[src/inc/nfcmc_defines.vh]
`ifndef NFCMC_DEFINES_VH
`define NFCMC_DEFINES_VH

// ---------------------------------------------------------------
// operation control fields
// ---------------------------------------------------------------
`define NFCMC_OPC_W 8
`define NFCMC_OPC_RST 8'h00
`define NFCMC_OPC_EN 7
`define NFCMC_OPC_RX 6
`define NFCMC_OPC_TX 3
`define NFCMC_OPC_WU 2

// ---------------------------------------------------------------
// driver configuration
// ---------------------------------------------------------------
`define NFCMC_SEG_N 8
`define NFCMC_DRES_W 4
`define NFCMC_DRES_RST 4'h0
`define NFCMC_DRES_ONE 4'h1

// ---------------------------------------------------------------
// timing
// ---------------------------------------------------------------
`define NFCMC_CLK_HZ 10000000
`define NFCMC_OSC_STABLE_US 100
`define NFCMC_OSC_CYC ((`NFCMC_OSC_STABLE_US * (`NFCMC_CLK_HZ / 1000000)))
`define NFCMC_CNT_W 16
`define NFCMC_WU_PERIOD_MS 100
`define NFCMC_WU_CYC ((`NFCMC_WU_PERIOD_MS * (`NFCMC_CLK_HZ / 1000)))
`define NFCMC_WUCNT_W 24

`endif

[src/logic/nfcmc_drv_seg.v]
`timescale 1ns/1ps
`include "nfcmc_defines.vh"

module nfcmc_drv_seg (
  input wire clk_in,
  input wire resetn_in,
  input wire active_in,
  input wire [`NFCMC_DRES_W-1:0] dres_in,
  output reg [`NFCMC_SEG_N-1:0] seg_out
);

  // -------------------------------------------------------------
  // segment enables
  // -------------------------------------------------------------
  genvar g;
  wire [`NFCMC_SEG_N-1:0] seg_d;
  generate
    for (g = 0; g < `NFCMC_SEG_N; g = g + 1) begin : g_seg
      assign seg_d[g] = active_in & ({1'b0, dres_in} < (`NFCMC_SEG_N - g));
    end
  endgenerate

  always @(posedge clk_in) begin
    if (!resetn_in) begin
      seg_out <= {`NFCMC_SEG_N{1'b0}};
    end else begin
      seg_out <= seg_d;
    end
  end

endmodule

[src/logic/nfcmc_mode_ctrl.v]
`timescale 1ns/1ps
`include "nfcmc_defines.vh"

// Notes on behaviour
// - power-up: power-down, registers at defaults
// - control register zero means power-down
// - configuration writable while powered down
// - target ram and fifo blocked when down
// - enable bit starts oscillator, regulators, tuning
// - interrupt once oscillator is stable
// - receiver and transmitter enabled separately
// - wake-up bit alone selects wake-up mode
// - wake-up interrupt on measurement difference
// - single-driver bit uses one driver
// - output select swaps antenna circuits
// - eight weighted segments, msb ones removable
// - four-bit resistance, reset minimum resistance
// - mode bit picks am or on-off keying
module nfcmc_mode_ctrl (
  input wire clk_in,
  input wire resetn_in,
  input wire opc_we_in,
  input wire [`NFCMC_OPC_W-1:0] opc_wdata_in,
  input wire cfg_we_in,
  input wire single_driver_in,
  input wire second_output_select_in,
  input wire amplitude_vs_onoff_select_in,
  input wire [`NFCMC_DRES_W-1:0] dres_in,
  input wire osc_ok_in,
  input wire meas_diff_in,
  input wire tx_mod_in,
  output reg [`NFCMC_OPC_W-1:0] opc_out,
  output wire power_down_out,
  output wire ready_out,
  output wire wakeup_mode_select_out,
  output reg osc_en_out,
  output reg reg_en_out,
  output reg antenna_tuning_en_out,
  output reg osc_stable_out,
  output reg rx_on_out,
  output reg tx_on_out,
  output wire mem_access_ok_out,
  output reg osc_irq_out,
  output reg wu_irq_out,
  output reg wu_meas_out,
  output reg antenna_out_a_out,
  output reg antenna_out_b_out,
  output wire [`NFCMC_SEG_N-1:0] seg_a_out,
  output wire [`NFCMC_SEG_N-1:0] seg_b_out,
  output reg am_mode_out,
  output reg single_q_out,
  output reg sel_b_q_out
);

  // -------------------------------------------------------------
  // states
  // -------------------------------------------------------------
  localparam ST_DOWN = 3'b001;
  localparam ST_READY = 3'b010;
  localparam ST_WAKE = 3'b100;

  reg [2:0] state_q;
  reg [2:0] state_d;
  reg [`NFCMC_CNT_W-1:0] osc_cnt_q;
  reg [`NFCMC_WUCNT_W-1:0] wu_cnt_q;
  reg [`NFCMC_DRES_W-1:0] dres_q;
  reg osc_done_q;

  wire en_bit = opc_out[`NFCMC_OPC_EN];
  wire wu_bit = opc_out[`NFCMC_OPC_WU];
  wire wu_only = (opc_out == (`NFCMC_OPC_RST | (8'h01 << `NFCMC_OPC_WU)));

  // -------------------------------------------------------------
  // mode decode
  // -------------------------------------------------------------
  always @* begin
    state_d = ST_DOWN;
    case (1'b1)
      en_bit: state_d = ST_READY;
      wu_only: state_d = ST_WAKE;
      default: state_d = ST_DOWN;
    endcase
  end

  assign power_down_out = state_q[0];
  assign ready_out = state_q[1];
  assign wakeup_mode_select_out = state_q[2];
  assign mem_access_ok_out = state_q[1];

  // -------------------------------------------------------------
  // control and configuration registers
  // -------------------------------------------------------------
  always @(posedge clk_in) begin
    if (!resetn_in) begin
      opc_out <= `NFCMC_OPC_RST;
      state_q <= ST_DOWN;
      single_q_out <= 1'b0;
      sel_b_q_out <= 1'b0;
      am_mode_out <= 1'b0;
      dres_q <= `NFCMC_DRES_RST;
    end else begin
      state_q <= state_d;
      if (opc_we_in) begin
        opc_out <= opc_wdata_in;
      end
      if (cfg_we_in) begin
        single_q_out <= single_driver_in;
        sel_b_q_out <= second_output_select_in;
        am_mode_out <= amplitude_vs_onoff_select_in;
        dres_q <= dres_in;
      end
    end
  end

  // -------------------------------------------------------------
  // oscillator start-up and interrupts
  // -------------------------------------------------------------
  always @(posedge clk_in) begin
    if (!resetn_in) begin
      osc_en_out <= 1'b0;
      reg_en_out <= 1'b0;
      antenna_tuning_en_out <= 1'b0;
      osc_cnt_q <= {`NFCMC_CNT_W{1'b0}};
      osc_stable_out <= 1'b0;
      osc_done_q <= 1'b0;
      osc_irq_out <= 1'b0;
      rx_on_out <= 1'b0;
      tx_on_out <= 1'b0;
    end else begin
      osc_en_out <= en_bit;
      reg_en_out <= en_bit;
      antenna_tuning_en_out <= en_bit;
      osc_irq_out <= 1'b0;
      if (!en_bit) begin
        osc_cnt_q <= {`NFCMC_CNT_W{1'b0}};
        osc_stable_out <= 1'b0;
        osc_done_q <= 1'b0;
      end else if (!osc_done_q) begin
        if (osc_cnt_q < `NFCMC_OSC_CYC - 1) begin
          osc_cnt_q <= osc_cnt_q + 16'h0001;
        end else if (osc_ok_in) begin
          osc_stable_out <= 1'b1;
          osc_done_q <= 1'b1;
          osc_irq_out <= 1'b1;
        end
      end
      rx_on_out <= osc_stable_out & opc_out[`NFCMC_OPC_RX];
      tx_on_out <= osc_stable_out & opc_out[`NFCMC_OPC_TX];
    end
  end

  // -------------------------------------------------------------
  // wake-up timer
  // -------------------------------------------------------------
  always @(posedge clk_in) begin
    if (!resetn_in) begin
      wu_cnt_q <= {`NFCMC_WUCNT_W{1'b0}};
      wu_meas_out <= 1'b0;
      wu_irq_out <= 1'b0;
    end else begin
      wu_meas_out <= 1'b0;
      wu_irq_out <= 1'b0;
      if (!state_q[2]) begin
        wu_cnt_q <= {`NFCMC_WUCNT_W{1'b0}};
      end else if (wu_cnt_q == `NFCMC_WU_CYC - 1) begin
        wu_cnt_q <= {`NFCMC_WUCNT_W{1'b0}};
        wu_meas_out <= 1'b1;
      end else begin
        wu_cnt_q <= wu_cnt_q + 24'h000001;
      end
      if (state_q[2] && meas_diff_in) begin
        wu_irq_out <= 1'b1;
      end
    end
  end

  // -------------------------------------------------------------
  // driver output selection
  // -------------------------------------------------------------
  wire drv_a_on = tx_on_out & (~single_q_out | ~sel_b_q_out);
  wire drv_b_on = tx_on_out & (~single_q_out | sel_b_q_out);

  always @(posedge clk_in) begin
    if (!resetn_in) begin
      antenna_out_a_out <= 1'b0;
      antenna_out_b_out <= 1'b0;
    end else begin
      // ook stops carrier, am keeps it
      antenna_out_a_out <= drv_a_on & (am_mode_out | ~tx_mod_in);
      antenna_out_b_out <= drv_b_on & (am_mode_out | ~tx_mod_in);
    end
  end

  nfcmc_drv_seg u_seg_a (
    .clk_in(clk_in),
    .resetn_in(resetn_in),
    .active_in(drv_a_on),
    .dres_in(dres_q),
    .seg_out(seg_a_out)
  );

  nfcmc_drv_seg u_seg_b (
    .clk_in(clk_in),
    .resetn_in(resetn_in),
    .active_in(drv_b_on),
    .dres_in(dres_q),
    .seg_out(seg_b_out)
  );

endmodule
[config.mk]
export PLATFORM = sky130hd
export DESIGN_NAME = nfcmc_mode_ctrl
export DESIGN_NICKNAME = d
export VERILOG_FILES = /design/src/logic/nfcmc_drv_seg.v /design/src/logic/nfcmc_mode_ctrl.v
export VERILOG_INCLUDE_DIRS = /design/src /design/src/inc
export SDC_FILE = /design/constraint.sdc
export NUM_CORES = 1
export LEC_CHECK = 0
export BUFFER_PORTS_ARGS = -buffer_cell sky130_fd_sc_hd__buf_2
export CAP_MARGIN = 0
export CORE_MARGIN = 2
export CORE_UTILIZATION = 57
export DETAILED_ROUTE_END_ITERATION = 10
export GPL_ROUTABILITY_DRIVEN = 0
export PLACE_DENSITY = 0.82
export SLEW_MARGIN = 30
export SYNTH_ARGS = -nofsm -noshare
export SYNTH_HDL_FRONTEND = slang
export SYNTH_HIERARCHICAL = 1
export SYNTH_SLANG_ARGS = --single-unit
[constraint.sdc]
create_clock -name clk_in -period 4.3 [get_ports clk_in]
set_input_delay 0.645 -clock clk_in [delete_from_list [all_inputs] [get_ports clk_in]]
set_output_delay 0.645 -clock clk_in [all_outputs]
set_load 0.05 [all_outputs]
# After elaboration in Yosys (flattened, before gate mapping)
# Cells that the tools add are included.
[op_classes] addsub=2 n_mul=0 div_mod_pow=0 magnitude_cmp=9 n_eq_ne=2 shifts=0 muxes=7 bitwise=33 n_reduce_logical=8
[op_table] op="24-bit by 1-bit adder with 24-bit output (second input constant)" n=1
[op_table] op="24-bit by 20-bit equality test with 1-bit output (second input constant)" n=1
[op_table] op="1-bit AND" n=22
[op_table] op="16-bit by 1-bit adder with 16-bit output (second input constant)" n=1
[op_table] op="16-bit by 10-bit less-than comparator with 1-bit output (second input constant)" n=1
[op_table] op="4-bit by 3-bit less-than comparator with 1-bit output (second input constant)" n=4
[op_table] op="8-bit by 3-bit equality test with 1-bit output (second input constant)" n=1
[op_table] op="4-bit by 2-bit less-than comparator with 1-bit output (second input constant)" n=2
[op_table] op="1-bit inverter" n=8
[op_table] op="2-bit AND reduction" n=3
[op_table] op="3-bit OR reduction" n=2
[op_table] op="1-bit two-way mux" n=5
[op_table] op="4-bit by 1-bit less-than comparator with 1-bit output (second input constant)" n=1
[op_table] op="4-bit less-than comparator (second input constant)" n=1
[op_table] op="3-bit two-way mux" n=1
[op_table] op="1-bit bitwise OR" n=3
[op_table] op="3-bit AND reduction" n=1
[op_table] op="2-bit two-way mux" n=1
[op_table] op="2-bit OR reduction" n=1
[op_table] op="1-bit logical AND" n=1
[totals] reg_bits=84 latch_bits=0 mem_bits_rw=0 rom_bits=0 inputBits=22 out_inout_bits=42 elab_cells=82 n_memories=0

# Longest topological paths before layout
[logic_depth] word_depth=4 ltp_mapped=6 depth_no_buf=5

# Hierarchy
# The synthesis kept the hierarchy.
[modules_own_cells] module="nfcmc_mode_ctrl" instances=1 cells_each=292 area_each_um2=2807.7 seq_area_each_um2=1341.3
[modules_own_cells] module="nfcmc_drv_seg" instances=2 cells_each=18 area_each_um2=227.7 seq_area_each_um2=160.2

# Worst setup path before layout
# OpenSTA, ideal clock, no wires.
[synth_path] path_type="register to register" from="reg osc_cnt_q[0]" to="reg osc_done_q" setup_ns=0.136 arrival_ns=1.634 required_time_ns=4.164 setup_slack_ns=2.531 path_stages_with_launch=6 n_path_buf=0 period_less_slack_ns=1.769 cell_sequence="dfxtp_1 -> ha_1 -> and2_2 -> o311a_1 -> o41ai_1 -> a21oi_1"
[synth_between] elab_chain_cells=3
[synth_rtl] item="start: declaration" line_no="nfcmc_mode_ctrl.v:64" rtl="reg [`NFCMC_CNT_W-1:0] osc_cnt_q;"
[synth_rtl] item="start signal: assignment" line_no="nfcmc_mode_ctrl.v:123" rtl="osc_cnt_q <= {`NFCMC_CNT_W{1'b0}};"
[synth_rtl] item="start signal: assignment" line_no="nfcmc_mode_ctrl.v:135" rtl="osc_cnt_q <= {`NFCMC_CNT_W{1'b0}};"
[synth_rtl] item="start signal: assignment" line_no="nfcmc_mode_ctrl.v:140" rtl="osc_cnt_q <= osc_cnt_q + 16'h0001;"
[synth_rtl] item="16-bit by 10-bit less-than comparator with 1-bit output" line_no="nfcmc_mode_ctrl.v:139" rtl="if (osc_cnt_q < `NFCMC_OSC_CYC - 1) begin"
[synth_rtl] item="1-bit two-way mux"
[synth_rtl] item="1-bit two-way mux" line_no="nfcmc_mode_ctrl.v:138" rtl="end else if (!osc_done_q) begin"
[synth_rtl] item="end signal: assignment" line_no="nfcmc_mode_ctrl.v:125" rtl="osc_done_q <= 1'b0;"
[synth_rtl] item="end signal: assignment" line_no="nfcmc_mode_ctrl.v:137" rtl="osc_done_q <= 1'b0;"
[synth_rtl] item="end signal: assignment" line_no="nfcmc_mode_ctrl.v:143" rtl="osc_done_q <= 1'b1;"
[synth_rtl] item="end: declaration" line_no="nfcmc_mode_ctrl.v:67" rtl="reg osc_done_q;"
# No other way between the ends.
# A chain may end at the register's enable or synchronous reset.

# Worst setup path after layout
[layout_path] from="reg wu_cnt_q[0]" to="reg wu_cnt_q[19]"
[layout_between] elab_chain_cells=2 word_cells_on_any_way=3 classes_between="add/sub: 1; eq/ne: 1; reduce/logical: 1"
[layout_rtl] item="start: declaration" line_no="nfcmc_mode_ctrl.v:65" rtl="reg [`NFCMC_WUCNT_W-1:0] wu_cnt_q;"
[layout_rtl] item="start signal: assignment" line_no="nfcmc_mode_ctrl.v:157" rtl="wu_cnt_q <= {`NFCMC_WUCNT_W{1'b0}};"
[layout_rtl] item="start signal: assignment" line_no="nfcmc_mode_ctrl.v:164" rtl="wu_cnt_q <= {`NFCMC_WUCNT_W{1'b0}};"
[layout_rtl] item="start signal: assignment" line_no="nfcmc_mode_ctrl.v:166" rtl="wu_cnt_q <= {`NFCMC_WUCNT_W{1'b0}};"
[layout_rtl] item="branches (longest 2 deep; another with 24-bit by 1-bit adder with 24-bit output)"
# Parallel ways; which one is timed is not known.

==> impl_metrics.ini <==
[global_routing]
antenna_found_initial = 0
first_global_vias = 2339
grt_max_degree = 33
grt_first_pass_wirelength_um = 10600
grt_use_total = 0.211
grt-ovfl-total = 0

[clocking]
cts.clk_slew.worst_paths_ns = 0.08
htree_levels = 3
cts_resized = 0
clock_latency_ns = 0.34
postCtsHoldBufs = 0
clockBufferDepth = 2
cts_root_buf = clkbuf_8
cts_tree = yes
cts_buffers = 9
clock-sinks = 83
postCtsSetupBuffers = 0

[drt]
route.vias.total = 2639
ant_nets = 0
viasPerCell = 5.70
drt-total-wl_um = 6570
first_iter_violations = 127
dr.pass1.iters = 4
wl_per_cell_um = 14.2
drc_errors = 0

[floorplan]
rows = 27
die_h_um = 79.7
die_area_um2 = 6350
start_util = 0.593
ioPinCount = 64
core-area_um2 = 5510
die_w_um = 79.7

[cells_and_area]
drive_above_1_share = 0.223
instances_no_fill = 463
antenna_cells = 0
utilization = 0.685
nets = 411
area.growth.synth_to_final_pct = 15.6
fillerInstances = 448
design_area_um2 = 3770

[synth]
synth.avg_cell_area_um2 = 9.95
synthesis.area_um2 = 3260
synth_top_cell_area_share = 0.509
synth-edff-count = 0
synthSimpleGateAreaFrac = 0.251
synth_top_family_by_area = simple AND/OR/NAND/NOR gates
synth-xor-area-share = 0.0295
synth_common_cells = dfxtp_1 (83), a21oi_1 (24), nor2_1 (20)
synthAdderAreaFrac = 0.00767
synth_area_leader_cell = dfxtp_1
synth.distinct_cells = 46
syn_nets = 352
synthFlopType = dfxtp_1
synth_compound_area_frac = 0.120
synth.area.mux_share = 0.0460
yosysMostFrequentCell = dfxtp_1
yosys-top-cells-area = dfxtp_1 (51%), mux2i_1 (4.6%), a21oi_1 (3.7%)
synth-async-reset-ratio = 0
ys_warn_count = 6
ys_seq_area_frac = 0.509
syn_inst = 328
ys_ff_latch = 83

[power_and_ir_drop]
ir_worst_vdd_v = 0.000268
powerDensity_nw_per_um2 = 370
p_leak_nw = 1.61
power_mw = 1.39

[setup_path]
crit_family = compound AO/OA/AOI/OAI gates
path_max_fanout = 18
cp_data_required_time_ns = 4.52
worstSetupPathType = flop to flop
endpoint_kind = flop
worst_setup_path_start_kind = flop
crit_arrival_ns = 2.30
crit_buf_inv = 1
slowest_stage = o311ai_2
slowest_delay_ns = 0.57
crit_path_cell_trace = ha_1 -> and4_1 -> nand4_1 -> o311ai_2 -> buf_4 -> a21oi_1

[timing]
setup_viol = 0
fin_crit_sh = 0.484
finalHoldViolCount = 0
grt_setup_unrepaired = false
relSlewSlack = 0.449
setup_ws_ns = 2.22
max_freq_mhz = 481
maxSlewViolCount = 0
fin_hold_ws_ns = 0.468
skew_ns = 0.00574
setup-tns-final_ns = 0
finalWorstPathRequiredPeriod_ns = 2.08
tightest_slew_ns = 0.816

[placement]
io_buffers = 63
dpl_cell_area_um2 = 3590
dpl.cell_count = 448
hpwl_um = 4720
pre_cts_slack_ns = 2.21

[min_path]
holdCritPathClass = flop to flop

[job]
drv_cap = 0

[status]
outcome = completed
-- area by class of cell --
cell class	count	area [um^2]	share of cell area
Clock inverter	4	51.3	0.0136
Clock buffer	11	131	0.0348
Sequential cell	83	1660	0.440
Multi-Input combinational cell	220	1480	0.393
Tap cell	72	90.1	0.0239
Inverter	9	33.8	0.00896
Timing Repair Buffer	64	323	0.0856
-- registers in the layout, summed over array words and instances (netlist names), 3 cells and up --
register	count
dres_q	4
opc_out	8
osc_cnt_q	16
state_q	3
u_seg_a/seg_out	8
u_seg_b/seg_out	8
wu_cnt_q	24
-- routing by layer --
| metal | vias up | share of wire | track usage |
|---|---|---|---|
| li1 | 1319 | - | - |
| met2 | 67 | 0.49 | 0.362 |
| met5 | - | 0 | 0 |
| met1 | 1244 | 0.45 | 0.263 |
| met3 | 9 | 0.048 | 0.0407 |
| met4 | 0 | 0.013 | 0.0759 |
-- cell usage in the layout, fill, tap and decap left out, types with 2 or more instances in the layout --
cell type	instances
o21ai_0	8
o211a_1	2
xor2_1	6
a21boi_0	2
buf_2	63
or4_1	10
clkbuf_1	2
nor2_1	20
nor2b_1	15
nor4_1	7
a31oi_1	3
clkbuf_8	9
inv_1	9
and3_1	14
nand3b_4	3
or3_1	6
nand3_1	10
nand2_1	15
nor4b_1	2
mux2i_1	15
o31ai_1	12
nand4_1	11
xnor2_1	5
nor3_1	5
dfxtp_1	83
or2_1	2
a211oi_1	2
and4_1	4
ha_1	2
a21oi_1	24
-- cells by family (layout without fill, tap and decap cells) --
group	Yosys count	in the layout
AOI/OAI and AO/OA	60	60
xor gates and xnor gates	11	11
adders and majority gates	2	2
buffers and inverters	25	88
DFF	83	83
muxes	15	15
and+or+nand+nor	132	132
-- final timing paths --
check | from | end | slack (ns) | depth (start not counted)
setup / recovery | wu_cnt_q[0]$_SDFF_PP0_ | wu_cnt_q[19]$_SDFF_PP0_ | 2.22 | 6
setup reg to reg | wu_cnt_q[0]$_SDFF_PP0_ | wu_cnt_q[19]$_SDFF_PP0_ | 2.22 | 6
hold reg to reg | wu_cnt_q[0]$_SDFF_PP0_ | wu_cnt_q[0]$_SDFF_PP0_ | 0.47 | 1
hold / removal | wu_cnt_q[0]$_SDFF_PP0_ | wu_cnt_q[0]$_SDFF_PP0_ | 0.47 | 1
-- report_power, final --
part,leakage [nW],internal (mW),switching (mW),total (mW)
sequential,0.672,0.778,0.0123,0.790
clock,0.0898,0.267,0.256,0.523
combinational,0.845,0.0271,0.0546,0.0817
Power figures use the tool's default switching activity.
